===== src/ish_pkg.sv =====
// ish_pkg: shared constants and carrier types for the i2c status, fill level and sda hold block.
// assumes a 32-bit classic wishbone register bus and a core clock of 20 MHz.
package ish_pkg;

  // ****************************************************************
  // register map
  // ****************************************************************
  localparam logic [7:0] ISH_OFS_STATUS  = 8'h70; // transfer_status, read only
  localparam logic [7:0] ISH_OFS_TX_FILL_COUNT   = 8'h74; // transmit_fill_level, read only
  localparam logic [7:0] ISH_OFS_RX_FILL_COUNT   = 8'h78; // receive_fill_level, read only
  localparam logic [7:0] ISH_OFS_HOLD    = 8'h7c; // sda_hold_timing, read/write
  localparam logic [7:0] ISH_OFS_ENABLE  = 8'h6c; // enable_control, read/write

  // ****************************************************************
  // field positions
  // ****************************************************************
  localparam int ISH_ST_ACTIVITY = 0;  // overall activity
  localparam int ISH_ST_TX_NOTFULL_FLAG     = 1;  // tx not full
  localparam int ISH_ST_TFE      = 2;  // tx empty
  localparam int ISH_ST_RX_NONEMPTY_FLAG     = 3;  // rx not empty
  localparam int ISH_ST_RFF      = 4;  // rx full
  localparam int ISH_ST_MST      = 5;  // master fsm busy
  localparam int ISH_ST_SLV      = 6;  // slave fsm busy
  localparam int ISH_EN_BIT      = 0;  // enable bit of enable_control
  localparam int ISH_TXH_LSB     = 0;  // transmit hold field low bit
  localparam int ISH_RXH_LSB     = 16; // receive hold field low bit

  // ****************************************************************
  // sizes and reset values
  // ****************************************************************
  localparam int          ISH_LVL_W      = 5;        // level counter width
  localparam logic [4:0]  ISH_FIFO_DEPTH = 5'h10;    // entries in each fifo
  localparam logic [15:0] ISH_TXH_RESET  = 16'h0001; // transmit hold after reset
  localparam logic [7:0]  ISH_RXH_RESET  = 8'h00;    // receive hold after reset
  localparam logic [15:0] ISH_TXH_MIN_MST = 16'h0001; // least hold as master
  localparam logic [15:0] ISH_TXH_MIN_SLV = 16'h0007; // least hold as slave

  // ****************************************************************
  // carrier types
  // ****************************************************************
  // fifo push/pop strobes from the controller datapath
  typedef struct packed {
    logic tx_push; // word written into tx fifo
    logic tx_pop;  // word taken from tx fifo
    logic rx_push; // word written into rx fifo
    logic rx_pop;  // word taken from rx fifo
  } ish_fifo_ev_t;

  // state machine and abort indications from the core
  typedef struct packed {
    logic master_fsm_idle;     // master fsm in idle
    logic slave_fsm_idle;      // slave fsm in idle
    logic transmit_abort_event; // raw abort flag rising
    logic abort_cause_any;     // any abort cause recorded
    logic slave_bulk_abort;    // slave bulk transmit aborted
  } ish_core_ev_t;

  // hold timings handed to the bus engine
  typedef struct packed {
    logic [15:0] sda_transmit_hold_master; // effective hold as master
    logic [15:0] sda_transmit_hold_slave;  // effective hold as slave
    logic [7:0]  sda_receive_hold;         // rx extension
  } ish_hold_t;

endpackage


===== src/ish_status_level.sv =====
// ish_status_level: status word, fifo fill counters and sda hold timing of an i2c controller.
// assumes synchronous fifo strobes and fsm idle levels from the controller core on clk.
`timescale 1ns/1ps
module ish_status_level (
  input  wire logic                clk,        // core clock, 20 MHz
  input  wire logic                rst_b,      // async reset, active low
  input  wire logic                wb_cyc_i,   // wishbone cycle
  input  wire logic                wb_stb_i,   // wishbone strobe
  input  wire logic                wb_we_i,    // wishbone write
  input  wire logic [7:0]          wb_adr_i,   // wishbone byte address
  input  wire logic [3:0]          wb_sel_i,   // wishbone byte selects
  input  wire logic [31:0]         wb_dat_i,   // wishbone write data
  output logic      [31:0]         wb_dat_o,   // wishbone read data
  output logic                     wb_ack_o,   // wishbone acknowledge
  output logic                     wb_err_o,   // wishbone error, unmapped
  input  wire ish_pkg::ish_fifo_ev_t fifo_ev,  // fifo strobes
  input  wire ish_pkg::ish_core_ev_t core_ev,  // core fsm and abort levels
  output logic                     core_enable_internal, // enable level to the core
  output ish_pkg::ish_hold_t       hold_cfg    // sda hold timings
);

  // ****************************************************************
  // state
  // ****************************************************************
  logic [4:0]  tx_fill_count;     // tx fifo entries
  logic [4:0]  rx_fill_count;     // rx fifo entries
  logic [4:0]  next_tx_fill;      // next tx count
  logic [4:0]  next_rx_fill;      // next rx count
  logic        master_fsm_busy;   // master busy flag
  logic        slave_fsm_busy;    // slave busy flag
  logic [15:0] sda_transmit_hold; // programmed tx hold
  logic [7:0]  sda_receive_hold;  // programmed rx hold
  logic        enable_bit;        // enable_control bit 0
  logic        ack_q;             // ack register

  // ****************************************************************
  // bus decode
  // ****************************************************************
  // an error answer blocks a new take as well, so a held strobe gets a fresh answer every second cycle
  wire req       = wb_cyc_i && wb_stb_i && !ack_q && !wb_err_o; // new request
  wire hit_st    = (wb_adr_i == ish_pkg::ISH_OFS_STATUS);
  wire hit_tx    = (wb_adr_i == ish_pkg::ISH_OFS_TX_FILL_COUNT);
  wire hit_rx    = (wb_adr_i == ish_pkg::ISH_OFS_RX_FILL_COUNT);
  wire hit_hold  = (wb_adr_i == ish_pkg::ISH_OFS_HOLD);
  wire hit_en    = (wb_adr_i == ish_pkg::ISH_OFS_ENABLE);
  wire mapped    = hit_st || hit_tx || hit_rx || hit_hold || hit_en;
  wire wr        = req && wb_we_i && mapped;
  // writes to the hold register are dropped while enabled; the bus still acks
  wire hold_wr   = wr && hit_hold && !enable_bit;
  wire en_wr     = wr && hit_en && wb_sel_i[0];

  // ****************************************************************
  // fill level counters
  // ****************************************************************
  // saturating up/down step shared by both counters
  function automatic logic [4:0] lvl_step(input logic [4:0] cur, input logic push,
                                          input logic pop);
    logic [4:0] r;
    r = cur;
    if (push && !pop && cur != ish_pkg::ISH_FIFO_DEPTH) begin
      r = cur + 5'h01;
    end else if (pop && !push && cur != 5'h00) begin
      r = cur - 5'h01;
    end
    return r;
  endfunction

  // clear conditions win over the strobes: a flushed fifo is empty
  wire tx_clear = !enable_bit || core_ev.transmit_abort_event
                  || core_ev.slave_bulk_abort;
  wire rx_clear = !enable_bit || core_ev.abort_cause_any;
  assign next_tx_fill = tx_clear ? 5'h00
                        : lvl_step(tx_fill_count, fifo_ev.tx_push, fifo_ev.tx_pop);
  assign next_rx_fill = rx_clear ? 5'h00
                        : lvl_step(rx_fill_count, fifo_ev.rx_push, fifo_ev.rx_pop);

  // counters
  always_ff @(posedge clk or negedge rst_b) begin
    if (!rst_b) begin
      tx_fill_count <= 5'h00;
      rx_fill_count <= 5'h00;
    end else begin
      tx_fill_count <= next_tx_fill;
      rx_fill_count <= next_rx_fill;
    end
  end

  // ****************************************************************
  // activity flags
  // ****************************************************************
  // busy follows the fsm; idle clears it, so once idle while disabled it reads zero
  always_ff @(posedge clk or negedge rst_b) begin
    if (!rst_b) begin
      master_fsm_busy <= 1'b0;
      slave_fsm_busy  <= 1'b0;
    end else begin
      master_fsm_busy <= !core_ev.master_fsm_idle;
      slave_fsm_busy  <= !core_ev.slave_fsm_idle;
    end
  end

  // ****************************************************************
  // status word, fifo flags derived from counters so they can never disagree
  // ****************************************************************
  wire tx_empty_flag    = (tx_fill_count == 5'h00);
  wire tx_notfull_flag  = (tx_fill_count != ish_pkg::ISH_FIFO_DEPTH);
  wire rx_nonempty_flag = (rx_fill_count != 5'h00);
  wire rx_full_flag     = (rx_fill_count == ish_pkg::ISH_FIFO_DEPTH);
  wire activity         = master_fsm_busy || slave_fsm_busy;
  wire [31:0] status_word = {25'h0000000, slave_fsm_busy, master_fsm_busy, rx_full_flag,
                             rx_nonempty_flag, tx_empty_flag, tx_notfull_flag, activity};

  // ****************************************************************
  // configuration registers
  // ****************************************************************
  // hold and enable registers, byte lanes honoured
  always_ff @(posedge clk or negedge rst_b) begin
    if (!rst_b) begin
      sda_transmit_hold <= ish_pkg::ISH_TXH_RESET;
      sda_receive_hold  <= ish_pkg::ISH_RXH_RESET;
      enable_bit        <= 1'b0;
    end else begin
      if (hold_wr && wb_sel_i[0]) begin
        sda_transmit_hold[7:0] <= wb_dat_i[7:0];
      end
      if (hold_wr && wb_sel_i[1]) begin
        sda_transmit_hold[15:8] <= wb_dat_i[15:8];
      end
      if (hold_wr && wb_sel_i[2]) begin
        sda_receive_hold <= wb_dat_i[23:16];
      end
      if (en_wr) begin
        enable_bit <= wb_dat_i[ish_pkg::ISH_EN_BIT];
      end
    end
  end

  // effective hold is never below the role minimum
  function automatic logic [15:0] hold_floor(input logic [15:0] v, input logic [15:0] mn);
    return (v > mn) ? v : mn;
  endfunction

  assign core_enable_internal = enable_bit;
  // one packed assignment drives the whole carrier, so it has a single driver
  assign hold_cfg = {hold_floor(sda_transmit_hold, ish_pkg::ISH_TXH_MIN_MST),
                     hold_floor(sda_transmit_hold, ish_pkg::ISH_TXH_MIN_SLV),
                     sda_receive_hold};

  // ****************************************************************
  // read mux and ack
  // ****************************************************************
  // reads are pure selects; no read changes any state
  wire [31:0] rd_mux = hit_st   ? status_word
                     : hit_tx   ? {27'h0000000, tx_fill_count}
                     : hit_rx   ? {27'h0000000, rx_fill_count}
                     : hit_hold ? {8'h00, sda_receive_hold, sda_transmit_hold}
                     : hit_en   ? {31'h0, enable_bit}
                     : 32'h00000000;

  // one wait-free ack cycle after the request, dropped the next cycle
  always_ff @(posedge clk or negedge rst_b) begin
    if (!rst_b) begin
      ack_q    <= 1'b0;
      wb_err_o <= 1'b0;
      wb_dat_o <= 32'h00000000;
    end else begin
      ack_q    <= req && mapped;
      wb_err_o <= req && !mapped;
      wb_dat_o <= (req && !wb_we_i) ? rd_mux : 32'h00000000;
    end
  end
  assign wb_ack_o = ack_q;
endmodule


===== config.mk =====
export PLATFORM = sky130hd
export DESIGN_NAME = ish_status_level
export DESIGN_NICKNAME = d
export VERILOG_FILES = /design/src/ish_pkg.sv /design/src/ish_status_level.sv
export SDC_FILE = /design/constraint.sdc
export NUM_CORES = 1
export LEC_CHECK = 0
export BUFFER_PORTS_ARGS = -buffer_cell sky130_fd_sc_hd__buf_2
export CORE_UTILIZATION = 52
export DETAILED_ROUTE_END_ITERATION = 7
export PLACE_DENSITY = 0.95
export SYNTH_ARGS = -nofsm -noshare
export SYNTH_HDL_FRONTEND = slang
export SYNTH_SLANG_ARGS = --single-unit

===== constraint.sdc =====
create_clock -name clk -period 5.63 [get_ports clk]
set_input_delay 1.126 -clock clk [delete_from_list [all_inputs] [get_ports clk]]
set_output_delay 1.126 -clock clk [all_outputs]
set_load 0.01 [all_outputs]

# Word level (Yosys, flattened, before mapping)
# Index checks and enable logic that the tools add are counted.
[classes]
n_eq_ne = 8
addsub = 4
n_reduce_logical = 47
order_cmp = 2
n_mux = 14
[ops]
columns = ["op", "count"]
rows = [
  ["$mux W24", 5],
  ["$eq A8 B7 Y1 const B", 5],
  ["$mux W16", 2],
  ["$mux W5", 6],
  ["$logic_and A1 B1 Y1", 23],
  ["$gt A16 B1 Y1 const B", 1],
  ["$gt A16 B3 Y1 const B", 1],
  ["$logic_not A1 Y1", 11],
  ["$add A5 B1 Y5 const B", 2],
  ["$ne A5 B5 Y1 const B", 2],
  ["$reduce_bool A5 Y1", 2],
  ["$sub A5 B1 Y5 const B", 2],
  ["$logic_or A1 B1 Y1", 8],
  ["$reduce_bool A3 Y1", 2],
  ["$eq A5 B5 Y1 const B", 1],
  ["$logic_not A5 Y1", 1],
  ["$mux W1", 1],
]
[totals]
ff_bits = 63
in_bits = 58
out_inout_bits = 75

# Logic depth before layout (Yosys ltp)
[logic_depth]
depth_word = 9
depth_mapped = 7
mapped_depth_nobuf = 7

# Least setup slack after synthesis
# OpenSTA, ideal clock, no wires.
[synth_path]
kind = "input to register"
start = "input fifo_ev[3] (netlist name)"
end = "register tx_fill_count[4]"
stages = 7
setup_slack_ns = 2.921
required_time_ns = 5.558
t_arrival_ns = 2.637
setup_ns = 0.072
path_cell_list = "nor2b_1 -> o21ai_2 -> fa_1 -> a21o_1 -> a21oi_1 -> mux4_2 -> nor2_1"
[synth_between]
elab_chain_cells = 4
word_cells_on_any_way = 8
cone_classes = "2 x mux; 6 x reduce/logical"
[synth_rtl]
columns = ["item", "line_no", "source"]
rows = [
  ["start, declared", "ish_status_level.sv:16", "input wire ish_pkg::ish_fifo_ev_t fifo_ev,"],
  ["$logic_and A1 B1 Y1 or $logic_not A1 Y1 (tied branches)", "ish_status_level.sv:60, ish_status_level.sv:62", ""],
  ["$logic_and A1 B1 Y1 (on tied branches)", "ish_status_level.sv:60, ish_status_level.sv:62", ""],
  ["$mux W5 or $logic_and A1 B1 Y1 (tied branches)", "ish_status_level.sv:60, ish_status_level.sv:62", ""],
  ["$mux W5 or $reduce_bool A3 Y1 (tied branches)", "-", ""],
  ["end signal, assigned", "ish_status_level.sv:83", "tx_fill_count <= next_tx_fill;"],
  ["end, declared", "ish_status_level.sv:25", "logic [4:0] tx_fill_count;"],
]
# Parallel ways exist; a longest one is shown, timed or not.
# A chain may end at the register's enable or synchronous reset.

==> implementation parameters <==
Parameter                              Value

Timing
  Setup WS post-layout    2.70 ns
  Hold violation total from the final report    0
  Final-layout worst hold slack    0.493 ns
  Worst Skew    0.0105 ns
  Tmin final    2.93 ns
  Worst slew margin relative to its limit    31.3%
  Worst slew pin tran    1.02 ns
  Final period util    52.0%
  Total of endpoints with negative setup slack in the final report    0
  Unrepaired setup endpoints after global routing    no
  Max Freq    341 MHz
  Final max-slew violation count    0
  Aggregate negative setup slack    0 ns

CTS
  Root Driver    clkbuf_8
  Number of sinks driven by the clock tree    63
  CTS Buf Count    9
  Insertion delay of the later-clocked pin in the worst-skew pair    0.35 ns
  Quantity of gates resized following cts    0
  H-Tree Level Count    3
  Clock transition at the registers of the reported paths    0.08 ns
  Post-CTS setup buffer count    0
  Longest Clk Path Bufs    2
  Hold-fix buffers at CTS    0
  CTS tree    done

Logic synthesis
  Share of synthesized area occupied by flip-flops and latches    49.7%
  Cells after Synth    290
  Per-instance average area after synthesis    10.9 sq um
  Synth Register Bits    63
  Post-synth ARST share    100%
  Count of flip-flops with a built-in enable after synthesis    0
  Predominant post-synthesis flop cell    dfrtp_1
  Synth Warn #    0
  Library cells used by synthesis    50
  Post-synthesis cell area    0.00317 sq mm

Placed design
  Final GP Congestion    0.866
  DP HPWL    5430 um
  Post-Place Cells    449
  Worst slack, placed    2.60 ns
  Number of I/O port buffers    115
  Post-DP Area    0.00369 sq mm

Detailed routing
  Detailed-route DRC error count    1
  Detailed Route Iter0 Violations    94
  1st-pass router iterations    6
  Detailed-route vias per instance    5.50
  Antenna Violating Nets Remaining    0
  Total number of vias    2556
  Total Routed Length    7440 um
  Detailed-route wire length per cell    16.0 um

Layout
  Final design area excluding fillers    0.00391 sq mm
  Number of nets in the final layout    451
  Most common library cell in the layout ignoring fill and taps    buf_2
  Layout overhead on the synthesized area    23.1%
  Finished Core Util    66.3%
  Most frequent cells in the layout    115 x buf_2, 62 x dfrtp_1, 25 x mux2_2, 19 x nor2_1, 18 x and2_1
  Ant diodes    0
  Fraction of final layout cells with drive strength greater than 1    44.4%
  Filler cell count in the final layout    435
  Non-filler cells in the finished layout    465

Run status
  Run status    finished with violations
  Failing checks    design-rule violations

Floorplan
  Initial standard-cell utilization of the core    53.9%
  Area of the core region    0.00589 sq mm
  DIE AREA    0.00642 sq mm
  I/O pin total    133
  Die span in x    80.1 um
  Cell Rows    28
  Overall die height    80.1 um

Setup path
  Arr. time, crit path    1.80 ns
  Total buffers and inverters traversed by the critical path    1
  Required time of the critical path    4.50 ns
  Family with the most delay on the worst path    simple AND/OR/NAND/NOR gates
  CP startpoint kind    flip-flop
  Critical path endpoint category    primary output
  Worst path cell trace    nor4_1, nand4_1, o31ai_1, buf_2
  Slowest library cell on the worst path    dfrtp_1
  Critical path's largest stage delay    0.44 ns
  Kind of critical path    flip-flop to primary output
  Crit-path max FO    5

GRT
  Wire length of the first global-routing pass    11200 um
  Total GRT Usage    23.7%
  Maximum number of pins on one net before global-route repair    64
  Total grt overflow    0
  Vias in the first global route    2385
  Antenna violations before repair    0

Power and ir drop
  Leak    2.16 nW
  Power Total    952 uW
  PD cells    244 mW/mm^2
  Maximum resistive drop on vdd    0.161 mV

Min path
  Min-Delay Path Class    flip-flop to flip-flop

Job
  Max-Cap Viols    0
## layout make-up
cell class	count	area (sq um)	share of cell area, %
Clock buffer	10	128	3.27
Clock inverter	6	83.8	2.15
Inverter	6	22.5	0.577
Multi-Input combinational cell	189	1420	36.3
Sequential cell	63	1580	40.4
Tap cell	75	93.8	2.40
Timing Repair Buffer	116	583	14.9
## worst paths after layout
check	cells past startpoint	slack, ns	from	end
max reg2reg	7	2.89	rx_fill_count[0]	rx_fill_count[4]
max in group asynchronous	2	4.18	rst_b	wb_ack_o
min in group asynchronous	2	0.92	rst_b	wb_dat_o[14]
max	4	2.70	sda_transmit_hold[15]	hold_cfg[24]
min	1	0.49	sda_receive_hold[7]	wb_dat_o[23]
min reg2reg	1	0.49	sda_receive_hold[7]	wb_dat_o[23]
## logic make-up (layout without fill, tap and decap cells)
family | count (synthesis) | after routing | synth area share [%]
xor gates and xnor gates | 2 | 2 | 0.552
adders and majority gates | 8 | 8 | 3.63
DFF | 63 | 63 | 49.7
and+or+nand+nor | 95 | 95 | 17.8
muxes | 33 | 33 | 12.2
buffers and inverters | 45 | 138 | 6.47
AOI/OAI and AO/OA | 43 | 43 | 9.50
other | 1 | 8 | 0.118
## worst register-to-register path: cells and delay by family (launching register included)
kind	cells	cell delay [ns]
AOI/OAI and AO/OA	3	0.78
adders and majority gates	1	0.36
DFF	1	0.47
muxes	1	0.33
and+or+nand+nor	2	0.74
## power breakdown
group          switching, mW  total (mW)  internal (mW)
clock                  0.178       0.427          0.248
sequential           0.00239       0.457          0.455
combinational         0.0398      0.0682         0.0284
total                  0.220       0.952          0.732
## state kept, by name, indices dropped and copies added, names as in the netlist
| register | count |
|---|---|
| wb_dat_o | 24 |
| sda_transmit_hold | 16 |
| sda_receive_hold | 8 |
| rx_fill_count | 5 |
| tx_fill_count | 5 |
| core_enable_internal | 1 |
| master_fsm_busy | 1 |
| slave_fsm_busy | 1 |
| wb_ack_o | 1 |
| wb_err_o | 1 |
## Yosys cell counts, drive strengths merged, types with 3 or more instances
cell      n  area (sq um)
clkbuf   29           110
o21ai    14          77.6
nor2b     6          37.5
nand2    11          41.3
ha        6          75.1
nor2     19          71.3
and2     18           113
mux2     25           282
a2111oi   3          26.3
a21oi     4          20.0
a211oi    4          30.0
dfrtp    62          1550
inv       6          22.5
buf      10          72.6
nand3     3          15.0
nand2b    7          46.3
nand4     8          68.8
a21o      4          30.0
a211o     3          26.3
nor3b     3          33.8
nor4      5          31.3
mux2i     6          60.1
nor3      6          30.0
## routing by layer
layer	vias to the layer above	global-route usage, %	wire [um]
li1	1185	-	-
met1	1225	28.6	2860
met2	125	38.9	3840
met3	21	6.70	492
met4	0	11.8	240
met5	-	0	0
Power figures use the tool's default switching activity.
